### src/design/nse_pkg.sv
package nse_pkg;
   localparam logic [11:0] NSE_SP_ADDR     = 12'hf80;
   localparam logic [11:0] NSE_SP_HI_ADDR  = 12'hf81;
   localparam logic [11:0] NSE_PSW_ADDR    = 12'hfb0;
   localparam logic [11:0] NSE_PSW_HI_ADDR = 12'hfb1;
   localparam logic [3:0]  NSE_STACK_BANK  = 4'h0;
   localparam logic [2:0]  NSE_PAIR_LEN    = 3'h2;
   localparam logic [2:0]  NSE_FRAME_LEN   = 3'h6;
   localparam logic [1:0]  NSE_IS_TOP      = 2'h2;
   localparam logic [1:0]  NSE_IS_RESET    = 2'h0;
   localparam logic [2:0]  NSE_SKIP_RESET  = 3'h0;
   localparam logic [7:0]  NSE_SP_RESET    = 8'h00;
   localparam logic [13:0] NSE_PC_RESET    = 14'h0000;

   typedef enum logic [2:0] {
      NSE_CMD_PUSH_PAIR,
      NSE_CMD_POP_PAIR,
      NSE_CMD_CALL,
      NSE_CMD_RETURN,
      NSE_CMD_INT_ENTRY,
      NSE_CMD_INT_RETURN
   } nse_cmd_t;

   typedef struct packed {
      logic        we;
      logic        re;
      logic [11:0] addr;
      logic [3:0]  wdata;
   } nse_mem_t;
endpackage : nse_pkg

### src/design/nse_stack_engine.sv
`timescale 1ns/1ns
module nse_stack_engine (
   input  wire logic              ref_clk,
   input  wire logic              reset,
   input  wire logic [13:0]       reset_vector,
   input  wire logic              reset_mem_bank_enable,
   input  wire logic              reset_reg_bank_enable,
   input  wire logic              cmd_valid,
   input  wire nse_pkg::nse_cmd_t cmd,
   input  wire logic [7:0]        cmd_pair,
   input  wire logic [13:0]       cmd_target,
   output logic                   cmd_ready,
   output logic                   cmd_done,
   output logic [7:0]             pop_pair,
   input  wire logic              pc_adv_valid,
   input  wire logic [1:0]        pc_adv_len,
   input  wire logic              pc_load_valid,
   input  wire logic [13:0]       pc_load_value,
   output logic [13:0]            program_counter,
   input  wire logic              skip_we,
   input  wire logic [2:0]        skip_value,
   input  wire logic              reg_we,
   input  wire logic              reg_re,
   input  wire logic [11:0]       reg_addr,
   input  wire logic [7:0]        reg_wdata,
   output logic [7:0]             reg_rdata,
   output logic [7:0]             stack_pointer,
   output logic [7:0]             status_word,
   output nse_pkg::nse_mem_t      mem,
   input  wire logic [3:0]        mem_rdata
);
   typedef enum logic [1:0] {NSE_IDLE, NSE_PUSH, NSE_POP, NSE_DONE} nse_state_t;

   nse_state_t        state_q;
   nse_pkg::nse_cmd_t cmd_q;
   logic [7:0]        sp_q;
   logic [13:0]       pc_q;
   logic [13:0]       tgt_q;
   logic [7:0]        pair_q;
   logic [2:0]        idx_q;
   logic [2:0]        len_q;
   logic              rd_pend_q;
   logic [2:0]        rd_slot_q;
   logic [23:0]       frame_q;
   logic [23:0]       frame_d;
   logic [1:0]        is_q;
   logic              emb_q;
   logic              erb_q;
   logic              carry_q;
   logic [2:0]        skip_q;
   logic              last_nib;
   logic              accept;
   logic [3:0]        push_nib;
   logic              push_end;
   logic              pop_end;
   logic              sp_wr;

   assign cmd_ready       = (state_q == NSE_IDLE);
   assign accept          = cmd_valid && cmd_ready;
   assign last_nib        = (idx_q == len_q - 3'h1);
   assign push_end        = (state_q == NSE_PUSH) && last_nib;
   assign pop_end         = (state_q == NSE_DONE);
   assign sp_wr           = reg_we && (reg_addr == nse_pkg::NSE_SP_ADDR) && cmd_ready;
   assign program_counter = pc_q;
   assign stack_pointer   = sp_q;
   assign status_word     = {carry_q, skip_q, is_q, emb_q, erb_q};

   // Nibble k of a frame, written at pointer minus one minus k; order never varies
   always_comb begin
      push_nib = 4'h0;
      if (cmd_q == nse_pkg::NSE_CMD_PUSH_PAIR) begin
         push_nib = (idx_q == 3'h0) ? pair_q[7:4] : pair_q[3:0]; // Upper first
      end else begin
         case (idx_q)
            3'h0:    push_nib = pc_q[3:0];
            3'h1:    push_nib = pc_q[7:4];
            3'h2:    push_nib = pc_q[11:8];
            3'h3:    push_nib = {2'h0, pc_q[13:12]};
            3'h4:    push_nib = (cmd_q == nse_pkg::NSE_CMD_INT_ENTRY) ? {carry_q, skip_q} : 4'h0;
            default: push_nib = (cmd_q == nse_pkg::NSE_CMD_INT_ENTRY) ? {is_q, emb_q, erb_q}
                                                                      : {2'h0, emb_q, erb_q};
         endcase
      end
   end

   // Memory port; the top address nibble is pinned to bank zero whatever the bank flags say
   always_comb begin
      mem.we    = (state_q == NSE_PUSH);
      mem.re    = (state_q == NSE_POP);
      mem.wdata = push_nib;
      mem.addr  = {nse_pkg::NSE_STACK_BANK, sp_q + 8'(idx_q)};
      if (state_q == NSE_PUSH) begin
         mem.addr = {nse_pkg::NSE_STACK_BANK, sp_q - 8'h01 - 8'(idx_q)};
      end
   end

   // Read data lands one cycle after its strobe; newest nibble is read first
   always_comb begin
      frame_d = frame_q;
      if (rd_pend_q) begin
         frame_d[rd_slot_q*4 +: 4] = mem_rdata;
      end
   end

   // Sequencer of one push or pop burst
   always_ff @(posedge ref_clk) begin
      if (reset) begin
         state_q   <= NSE_IDLE;
         cmd_q     <= nse_pkg::NSE_CMD_PUSH_PAIR;
         idx_q     <= 3'h0;
         len_q     <= nse_pkg::NSE_PAIR_LEN;
         tgt_q     <= nse_pkg::NSE_PC_RESET;
         pair_q    <= 8'h00;
         rd_pend_q <= 1'b0;
         rd_slot_q <= 3'h0;
         frame_q   <= 24'h000000;
      end else begin
         rd_pend_q <= (state_q == NSE_POP);
         rd_slot_q <= len_q - 3'h1 - idx_q; // Reverse of the write order
         frame_q   <= frame_d;
         case (state_q)
            NSE_IDLE: begin
               idx_q <= 3'h0;
               if (accept) begin
                  cmd_q  <= cmd;
                  tgt_q  <= cmd_target;
                  pair_q <= cmd_pair;
                  len_q  <= (cmd == nse_pkg::NSE_CMD_PUSH_PAIR || cmd == nse_pkg::NSE_CMD_POP_PAIR)
                            ? nse_pkg::NSE_PAIR_LEN : nse_pkg::NSE_FRAME_LEN;
                  state_q <= (cmd == nse_pkg::NSE_CMD_PUSH_PAIR || cmd == nse_pkg::NSE_CMD_CALL ||
                              cmd == nse_pkg::NSE_CMD_INT_ENTRY) ? NSE_PUSH : NSE_POP;
               end
            end
            NSE_PUSH: begin
               idx_q <= idx_q + 3'h1;
               if (last_nib) begin
                  state_q <= NSE_IDLE;
               end
            end
            NSE_POP: begin
               idx_q <= idx_q + 3'h1;
               if (last_nib) begin
                  state_q <= NSE_DONE;
               end
            end
            NSE_DONE: state_q <= NSE_IDLE;
            default:  state_q <= NSE_IDLE;
         endcase
      end
   end

   // Stack pointer: software byte writes, burst adjusts after the last nibble
   always_ff @(posedge ref_clk) begin
      if (reset) begin
         sp_q <= nse_pkg::NSE_SP_RESET; // Real part leaves this undefined; software must init
      end else if (push_end) begin
         sp_q <= sp_q - {5'h00, len_q}; // Two for a pair, six for a frame
      end else if (pop_end) begin
         sp_q <= sp_q + {5'h00, len_q};
      end else if (sp_wr) begin
         sp_q <= {reg_wdata[7:1], 1'b0}; // Bit zero forced low
      end
   end

   // Program counter: reset, interrupt vector, returns, jumps, then plain advance
   always_ff @(posedge ref_clk) begin
      if (reset) begin
         pc_q <= reset_vector;
      end else if (push_end && cmd_q != nse_pkg::NSE_CMD_PUSH_PAIR) begin
         pc_q <= tgt_q; // Vector or call target
      end else if (pop_end && cmd_q != nse_pkg::NSE_CMD_POP_PAIR) begin
         pc_q <= {frame_d[13:12], frame_d[11:0]};
      end else if (cmd_ready && pc_load_valid) begin
         pc_q <= pc_load_value; // Table reference and branches come this way
      end else if (cmd_ready && pc_adv_valid) begin
         pc_q <= pc_q + {12'h000, pc_adv_len};
      end
   end

   // Status word flags; software writes only when the engine is idle
   always_ff @(posedge ref_clk) begin
      if (reset) begin
         is_q   <= nse_pkg::NSE_IS_RESET;
         skip_q <= nse_pkg::NSE_SKIP_RESET;
         emb_q  <= reset_mem_bank_enable;
         erb_q  <= reset_reg_bank_enable;
      end else if (push_end && cmd_q == nse_pkg::NSE_CMD_INT_ENTRY) begin
         is_q <= (is_q >= nse_pkg::NSE_IS_TOP) ? is_q : is_q + 2'h1; // Saved value goes out first
      end else if (pop_end && (cmd_q == nse_pkg::NSE_CMD_RETURN || cmd_q == nse_pkg::NSE_CMD_INT_RETURN)) begin
         emb_q <= frame_d[21];
         erb_q <= frame_d[20];
         if (cmd_q == nse_pkg::NSE_CMD_INT_RETURN) begin
            is_q   <= frame_d[23:22];
            skip_q <= frame_d[18:16];
         end
      end else if (cmd_ready && reg_we && reg_addr == nse_pkg::NSE_PSW_ADDR) begin
         {is_q, emb_q, erb_q} <= reg_wdata[3:0];
      end else if (skip_we) begin
         skip_q <= skip_value; // Skip flags are read-only to software
      end
   end

   // Carry has no reset value; a reset blocks software writes but not the restore that ends an interrupt return
   always_ff @(posedge ref_clk) begin
      if (pop_end && cmd_q == nse_pkg::NSE_CMD_INT_RETURN) begin
         carry_q <= frame_d[19];
      end else if (!reset && cmd_ready && reg_we && reg_addr == nse_pkg::NSE_PSW_ADDR) begin
         carry_q <= reg_wdata[7];
      end
   end

   // Registered answers: completion strobe, popped pair, byte reads
   always_ff @(posedge ref_clk) begin
      if (reset) begin
         cmd_done  <= 1'b0;
         pop_pair  <= 8'h00;
         reg_rdata <= 8'h00;
      end else begin
         cmd_done <= push_end || pop_end;
         if (pop_end && cmd_q == nse_pkg::NSE_CMD_POP_PAIR) begin
            pop_pair <= {frame_d[3:0], frame_d[7:4]}; // Lower read first, upper second
         end
         if (reg_re) begin
            case (reg_addr)
               nse_pkg::NSE_SP_ADDR:  reg_rdata <= sp_q;
               nse_pkg::NSE_PSW_ADDR: reg_rdata <= status_word;
               default:               reg_rdata <= 8'h00;
            endcase
         end
      end
   end
endmodule : nse_stack_engine

### config.mk
export PLATFORM = sky130hd
export DESIGN_NAME = nse_stack_engine
export DESIGN_NICKNAME = d
export VERILOG_FILES = /design/src/design/nse_pkg.sv /design/src/design/nse_stack_engine.sv
export SDC_FILE = /design/constraint.sdc
export NUM_CORES = 1
export LEC_CHECK = 0
export BUFFER_PORTS_ARGS = -buffer_cell sky130_fd_sc_hd__buf_4
export CAP_MARGIN = 15
export CORE_ASPECT_RATIO = 1.5
export CORE_UTILIZATION = 50
export DETAILED_ROUTE_END_ITERATION = 8
export GPL_TIMING_DRIVEN = 0
export PLACE_DENSITY = 0.77
export SLEW_MARGIN = 20
export SYNTH_ARGS = -nofsm -noshare
export SYNTH_HDL_FRONTEND = slang
export SYNTH_SLANG_ARGS = --single-unit
### constraint.sdc
create_clock -name ref_clk -period 2.8 [get_ports ref_clk]
set_clock_uncertainty 0.05 [all_clocks]
set_input_delay 0.42 -clock ref_clk [delete_from_list [all_inputs] [get_ports ref_clk]]
set_output_delay 0.42 -clock ref_clk [all_outputs]
set_load 0.005 [all_outputs]
# Word-level counts from Yosys, hierarchy flattened
# Cells that the tools add are included.
# totals
ff_bits	108
wordCells	145
in_bits	92
output_inout_bits	66
# classes
addsub	11
shifts	2
reduce_logical	41
n_bitwise	1
n_mux	43
eq_ne	26
order_cmp	1
# op_table
operator	n
14-bit 2-to-1 mux	5
5-bit negation with 34-bit output	1
4-bit by 34-bit variable shift with 24-bit output, first input constant	1
4-bit by 34-bit indexed part select with 24-bit output	1
8-bit 2-to-1 mux	4
24-bit bitwise mux	1
12-bit equality test, second input constant	2
24-bit 2-to-1 mux	1
4-bit case mux with 5 select lines	1
2-bit 2-to-1 mux	9
1-bit logical AND	17
8-bit by 3-bit adder with 8-bit output	2
4-bit 2-to-1 mux	4
8-bit case mux with 2 select lines	1
8-bit by 3-bit subtractor with 8-bit output	2
3-bit 2-to-1 mux	5
14-bit by 2-bit adder with 14-bit output	1
3-bit by 2-bit equality test with 1-bit output, second input constant	4
3-bit equality test, second input constant	4
3-bit nonzero test	4
1-bit 2-to-1 mux	10
3-bit by 1-bit equality test with 1-bit output, second input constant	3
3-bit logical NOT	3
2-bit != test, second input constant	4
24 further kinds	35

# Longest topological paths before layout
# logic_depth
depth_word	7
ltp_mapped	10
ltp_nobuf	8

# Worst setup path after synthesis
# OpenSTA, ideal clock, no wires.
# synth_path
kind	reg2reg
startpoint	reg rd_slot_q[0]
endpoint	reg emb_q, data pin
setup_ns	0.254
period_less_slack_ns	2.544
stages_incl_launch_ff	11
t_arrival_ns	2.241
n_path_buf	2
required_ns	2.496
setup_slack_ns	0.256
cell_sequence	dfxtp_1 clkbuf_1 inv_1 ha_1 ha_1 nor2b_1 and3_1 clkbuf_1 mux2i_1 a211oi_1 a21o_1
# synth_between
elab_chain_len	7
word_cells_on_any_way	8
cone_classes	1 x add/sub; 2 x shift; 5 x mux
# synth_lines
item	line_no	text
from (decl)	nse_stack_engine.sv:43	logic [2:0] rd_slot_q;
from (signal assigned)	nse_stack_engine.sv:119	rd_slot_q <= len_q - 3'h1 - idx_q;
5-bit negation with 34-bit output (*)	nse_stack_engine.sv:101	frame_d[rd_slot_q*4 +: 4] = mem_rdata;
4-bit by 34-bit indexed part select with 24-bit output or 4-bit by 34-bit variable shift with 24-bit output (tied branches)	nse_stack_engine.sv:101	
24-bit bitwise mux (*)	nse_stack_engine.sv:101	
24-bit 2-to-1 mux (*)	nse_stack_engine.sv:100	if (rd_pend_q) begin
1-bit 2-to-1 mux (*)	nse_stack_engine.sv:189	end else if (pop_end && (cmd_q == nse_pkg::NSE_CMD_RETURN || cmd_q == nse_pkg::NSE_CMD_INT_RETURN)) begin
1-bit 2-to-1 mux (*)	nse_stack_engine.sv:187	end else if (push_end && cmd_q == nse_pkg::NSE_CMD_INT_ENTRY) begin
1-bit 2-to-1 mux (*)	nse_stack_engine.sv:182	if (reset) begin
to (signal assigned)	nse_stack_engine.sv:185	emb_q <= reset_mem_bank_enable;
to (signal assigned)	nse_stack_engine.sv:190	emb_q <= frame_d[21];
to (signal assigned)	nse_stack_engine.sv:197	{is_q, emb_q, erb_q} <= reg_wdata[3:0];
to (decl)	nse_stack_engine.sv:47	logic emb_q;
# Every way passes the cells marked *; elsewhere a longest branch is shown, timed or not. The select of a mux whose other input is x is not followed.
# A chain may end at the register's enable or synchronous reset.

==> impl_metrics.ini <==
[run_status]
outcome = finished clean

[timing]
slew_headroom = 0.413
fin_setup_tns_ps = 0
period_needed_ps = 2770
max_freq_mhz = 361
timing.hold.ws_ps = 267
slew_viol_final = 0
timing.final.ws_setup_ps = 31.3
hold_violations = 0
setup_viol = 0
period_share = 0.989
worst_pin_slew_ps = 874

[setup_path]
crit_required_ps = 2330
critPathArrivalTime_ps = 2300
path_class = reg2out
crit_path_max_fanout = 8
critical_path.endpoint_type = output pin
cp-start-kind = flip-flop

[clock_network]
tritoncts = done
cts_buffers = 9
postCtsHoldBufs = 0
cts_root_buf = clkbuf_16
path_clk_slew_ps = 70
h-tree-depth = 3
clock_latency_ps = 360
cts_buffer_depth = 2
cts.sinks = 103

[cells_and_area]
finalNonFillerCells = 1102
fin_util = 0.675
final.fill_count = 1066
final_common_cell = buf_4
drive_above_1_share = 0.253
layout_common_cells = 169 x buf_4, 101 x nand2_1, 89 x nor2_1
area_delta_synth_final_pct = 30.2
layout.nets = 1067
antenna_cells = 0

[yosys]
ys_seq_elements = 103
synth_top_family_by_area = compound AO/OA/AOI/OAI gates
yosys.area_share.simple = 0.223
yosysWarnings = 0
syn_inst = 773
yosys_most_used_dff = dfxtp_1
synth_fa_ha_area_frac = 0.0664
synthDominantAreaCellType = dfxtp_1
netlist_area_um2 = 6290
synthXorXnorAreaFrac = 0.0264
syn_area_per_cell_um2 = 8.14
yosysTopAreaCellShare = 0.274
synth_compound_area_frac = 0.235
ys_seq_area_frac = 0.355
yosys-top-cells-area = dfxtp_1 27%, edfxtp_1 8.1%, nand2_1 6.0%, a21oi_1 5.7%, ha_1 5.4%
synth.area.mux_share = 0.0388
synth_cell_types = 73
synth_edf_count = 17
async_flop_share = 0

[detailed_routing]
antenna_left = 0
vias_per_cell = 5.98
drc = 0
via_count = 6594
dr.pass1.iters = 5
routed_wl_um = 21300
routedWlPerCell_um = 19.3
drt_iter0_markers = 499

[pwr]
cellLeakagePower_nw = 3.45
irDropWorstVdd_mv = 0.543
powerDensity_nw_per_um2 = 743

[global_route]
grt_pass1_wl_um = 32500
grt_max_degree = 19
track_usage = 0.326
grt.overflow.total = 0
grt_pass1_vias = 6276
antenna_found_initial = 0

[floorplanning]
pin_count = 158
dieArea_um2 = 13000
rows = 49
die_y_um = 139
coreArea_um2 = 12100
initial_core_util = 0.518
dieWidth_um = 93.6

[placed_design]
port_buffers = 152
dp_worst_setup_slack_ps = -278
dp_cells = 1083
dp_hpwl_um = 16200
place_congestion = 0.988

[worst_hold_path]
hold_class = in2reg

[run]
cap_violations = 0
==> synth_stat cells, drive strengths merged (9+ instances only) <==
cell    instances
nand2         101
nor2           90
dfxtp          86
a21oi          72
o21ai          32
clkbuf         28
ha             27
inv            27
a211oi         25
buf            23
mux2i          21
edfxtp         17
nor3           16
nand3          13
a31oi          11
xnor2          11
a22o           10
a22oi          10
and3           10
o211ai          9
==> registers in the layout (all words and copies together) (netlist names) <==
register and flops:
rd_pend_q 1, idx_q 3, erb_q 1, pop_pair 8, pair_q 8, skip_q 3, emb_q 1, reg_rdata 8
tgt_q 14, cmd_q 3, rd_slot_q 3, state_q 2, stack_pointer 7, len_q 1, cmd_done 1, carry_q 1
frame_q 22, program_counter 14, is_q 2
==> worst paths after layout <==
kind | start | endpoint | slack, ps | cells after the start
worst max-delay path | idx_q[1] | mem[0] | 30 | 8
worst min-delay path | cmd_pair[2] | pair_q[2] | 270 | 3
worst max register to register | rd_slot_q[0] | program_counter[10] | 90 | 8
worst min register to register | pair_q[4] | pair_q[4] | 410 | 2
==> through the flow <==
stage          instance area (um^2)  power, W
2_1_floorplan                  6310   0.00359
6_report                       8190   0.00609
5_1_grt                        8190   0.00642
4_1_cts                        8070   0.00595
3_5_place_dp                   7640   0.00461
3_3_place_gp                   7640   0.00458
==> report_power, final <==
part | switching [W] | internal [W]
Clock | 0.000599 | 0.000704
Sequential | 0.000291 | 0.00176
Combinational | 0.00153 | 0.00121
==> logic make-up after synthesis <==
group | Yosys count
AND/OR/NAND/NOR | 293
AO/OA/AOI/OAI | 223
flip-flops | 103
buffers and inverters | 79
adder cells (fa/ha/maj) | 31
multiplexers | 24
XOR/XNOR | 19
other | 1
==> layout make-up <==
type	instances	area (um^2)	share of cell area
timing repair buffer	158	1190	0.145
multi-input combinational	596	3920	0.479
sequential	103	2240	0.273
inverter	28	108	0.0131
buffer	48	244	0.0298
tap	153	191	0.0234
clock inverter	7	77.6	0.00947
clock buffer	9	225	0.0275
==> timing repair <==
item,CTS,global route
resized for setup,33,18
gates cloned,0,0
setup buffers,0,6
pin swaps,3,7
setup endpoints to repair,36,34
==> critical path, stage by stage (launching register included) <==
cell and delay (ps):
dfxtp_4 420, inv_4 80, ha_4 200, a222oi_1 420, nor2_1 80, a221o_1 280, mux2i_1 210, o21ai_1 90
buf_4 150
==> routing by layer <==
metal  global-route usage  part of all wire
met4                0.211             0.065
met2                0.562              0.50
met1                0.365              0.36
met3               0.0563             0.074
met5                    0                 0
No activity file was read; power rests on OpenSTA's default activity.
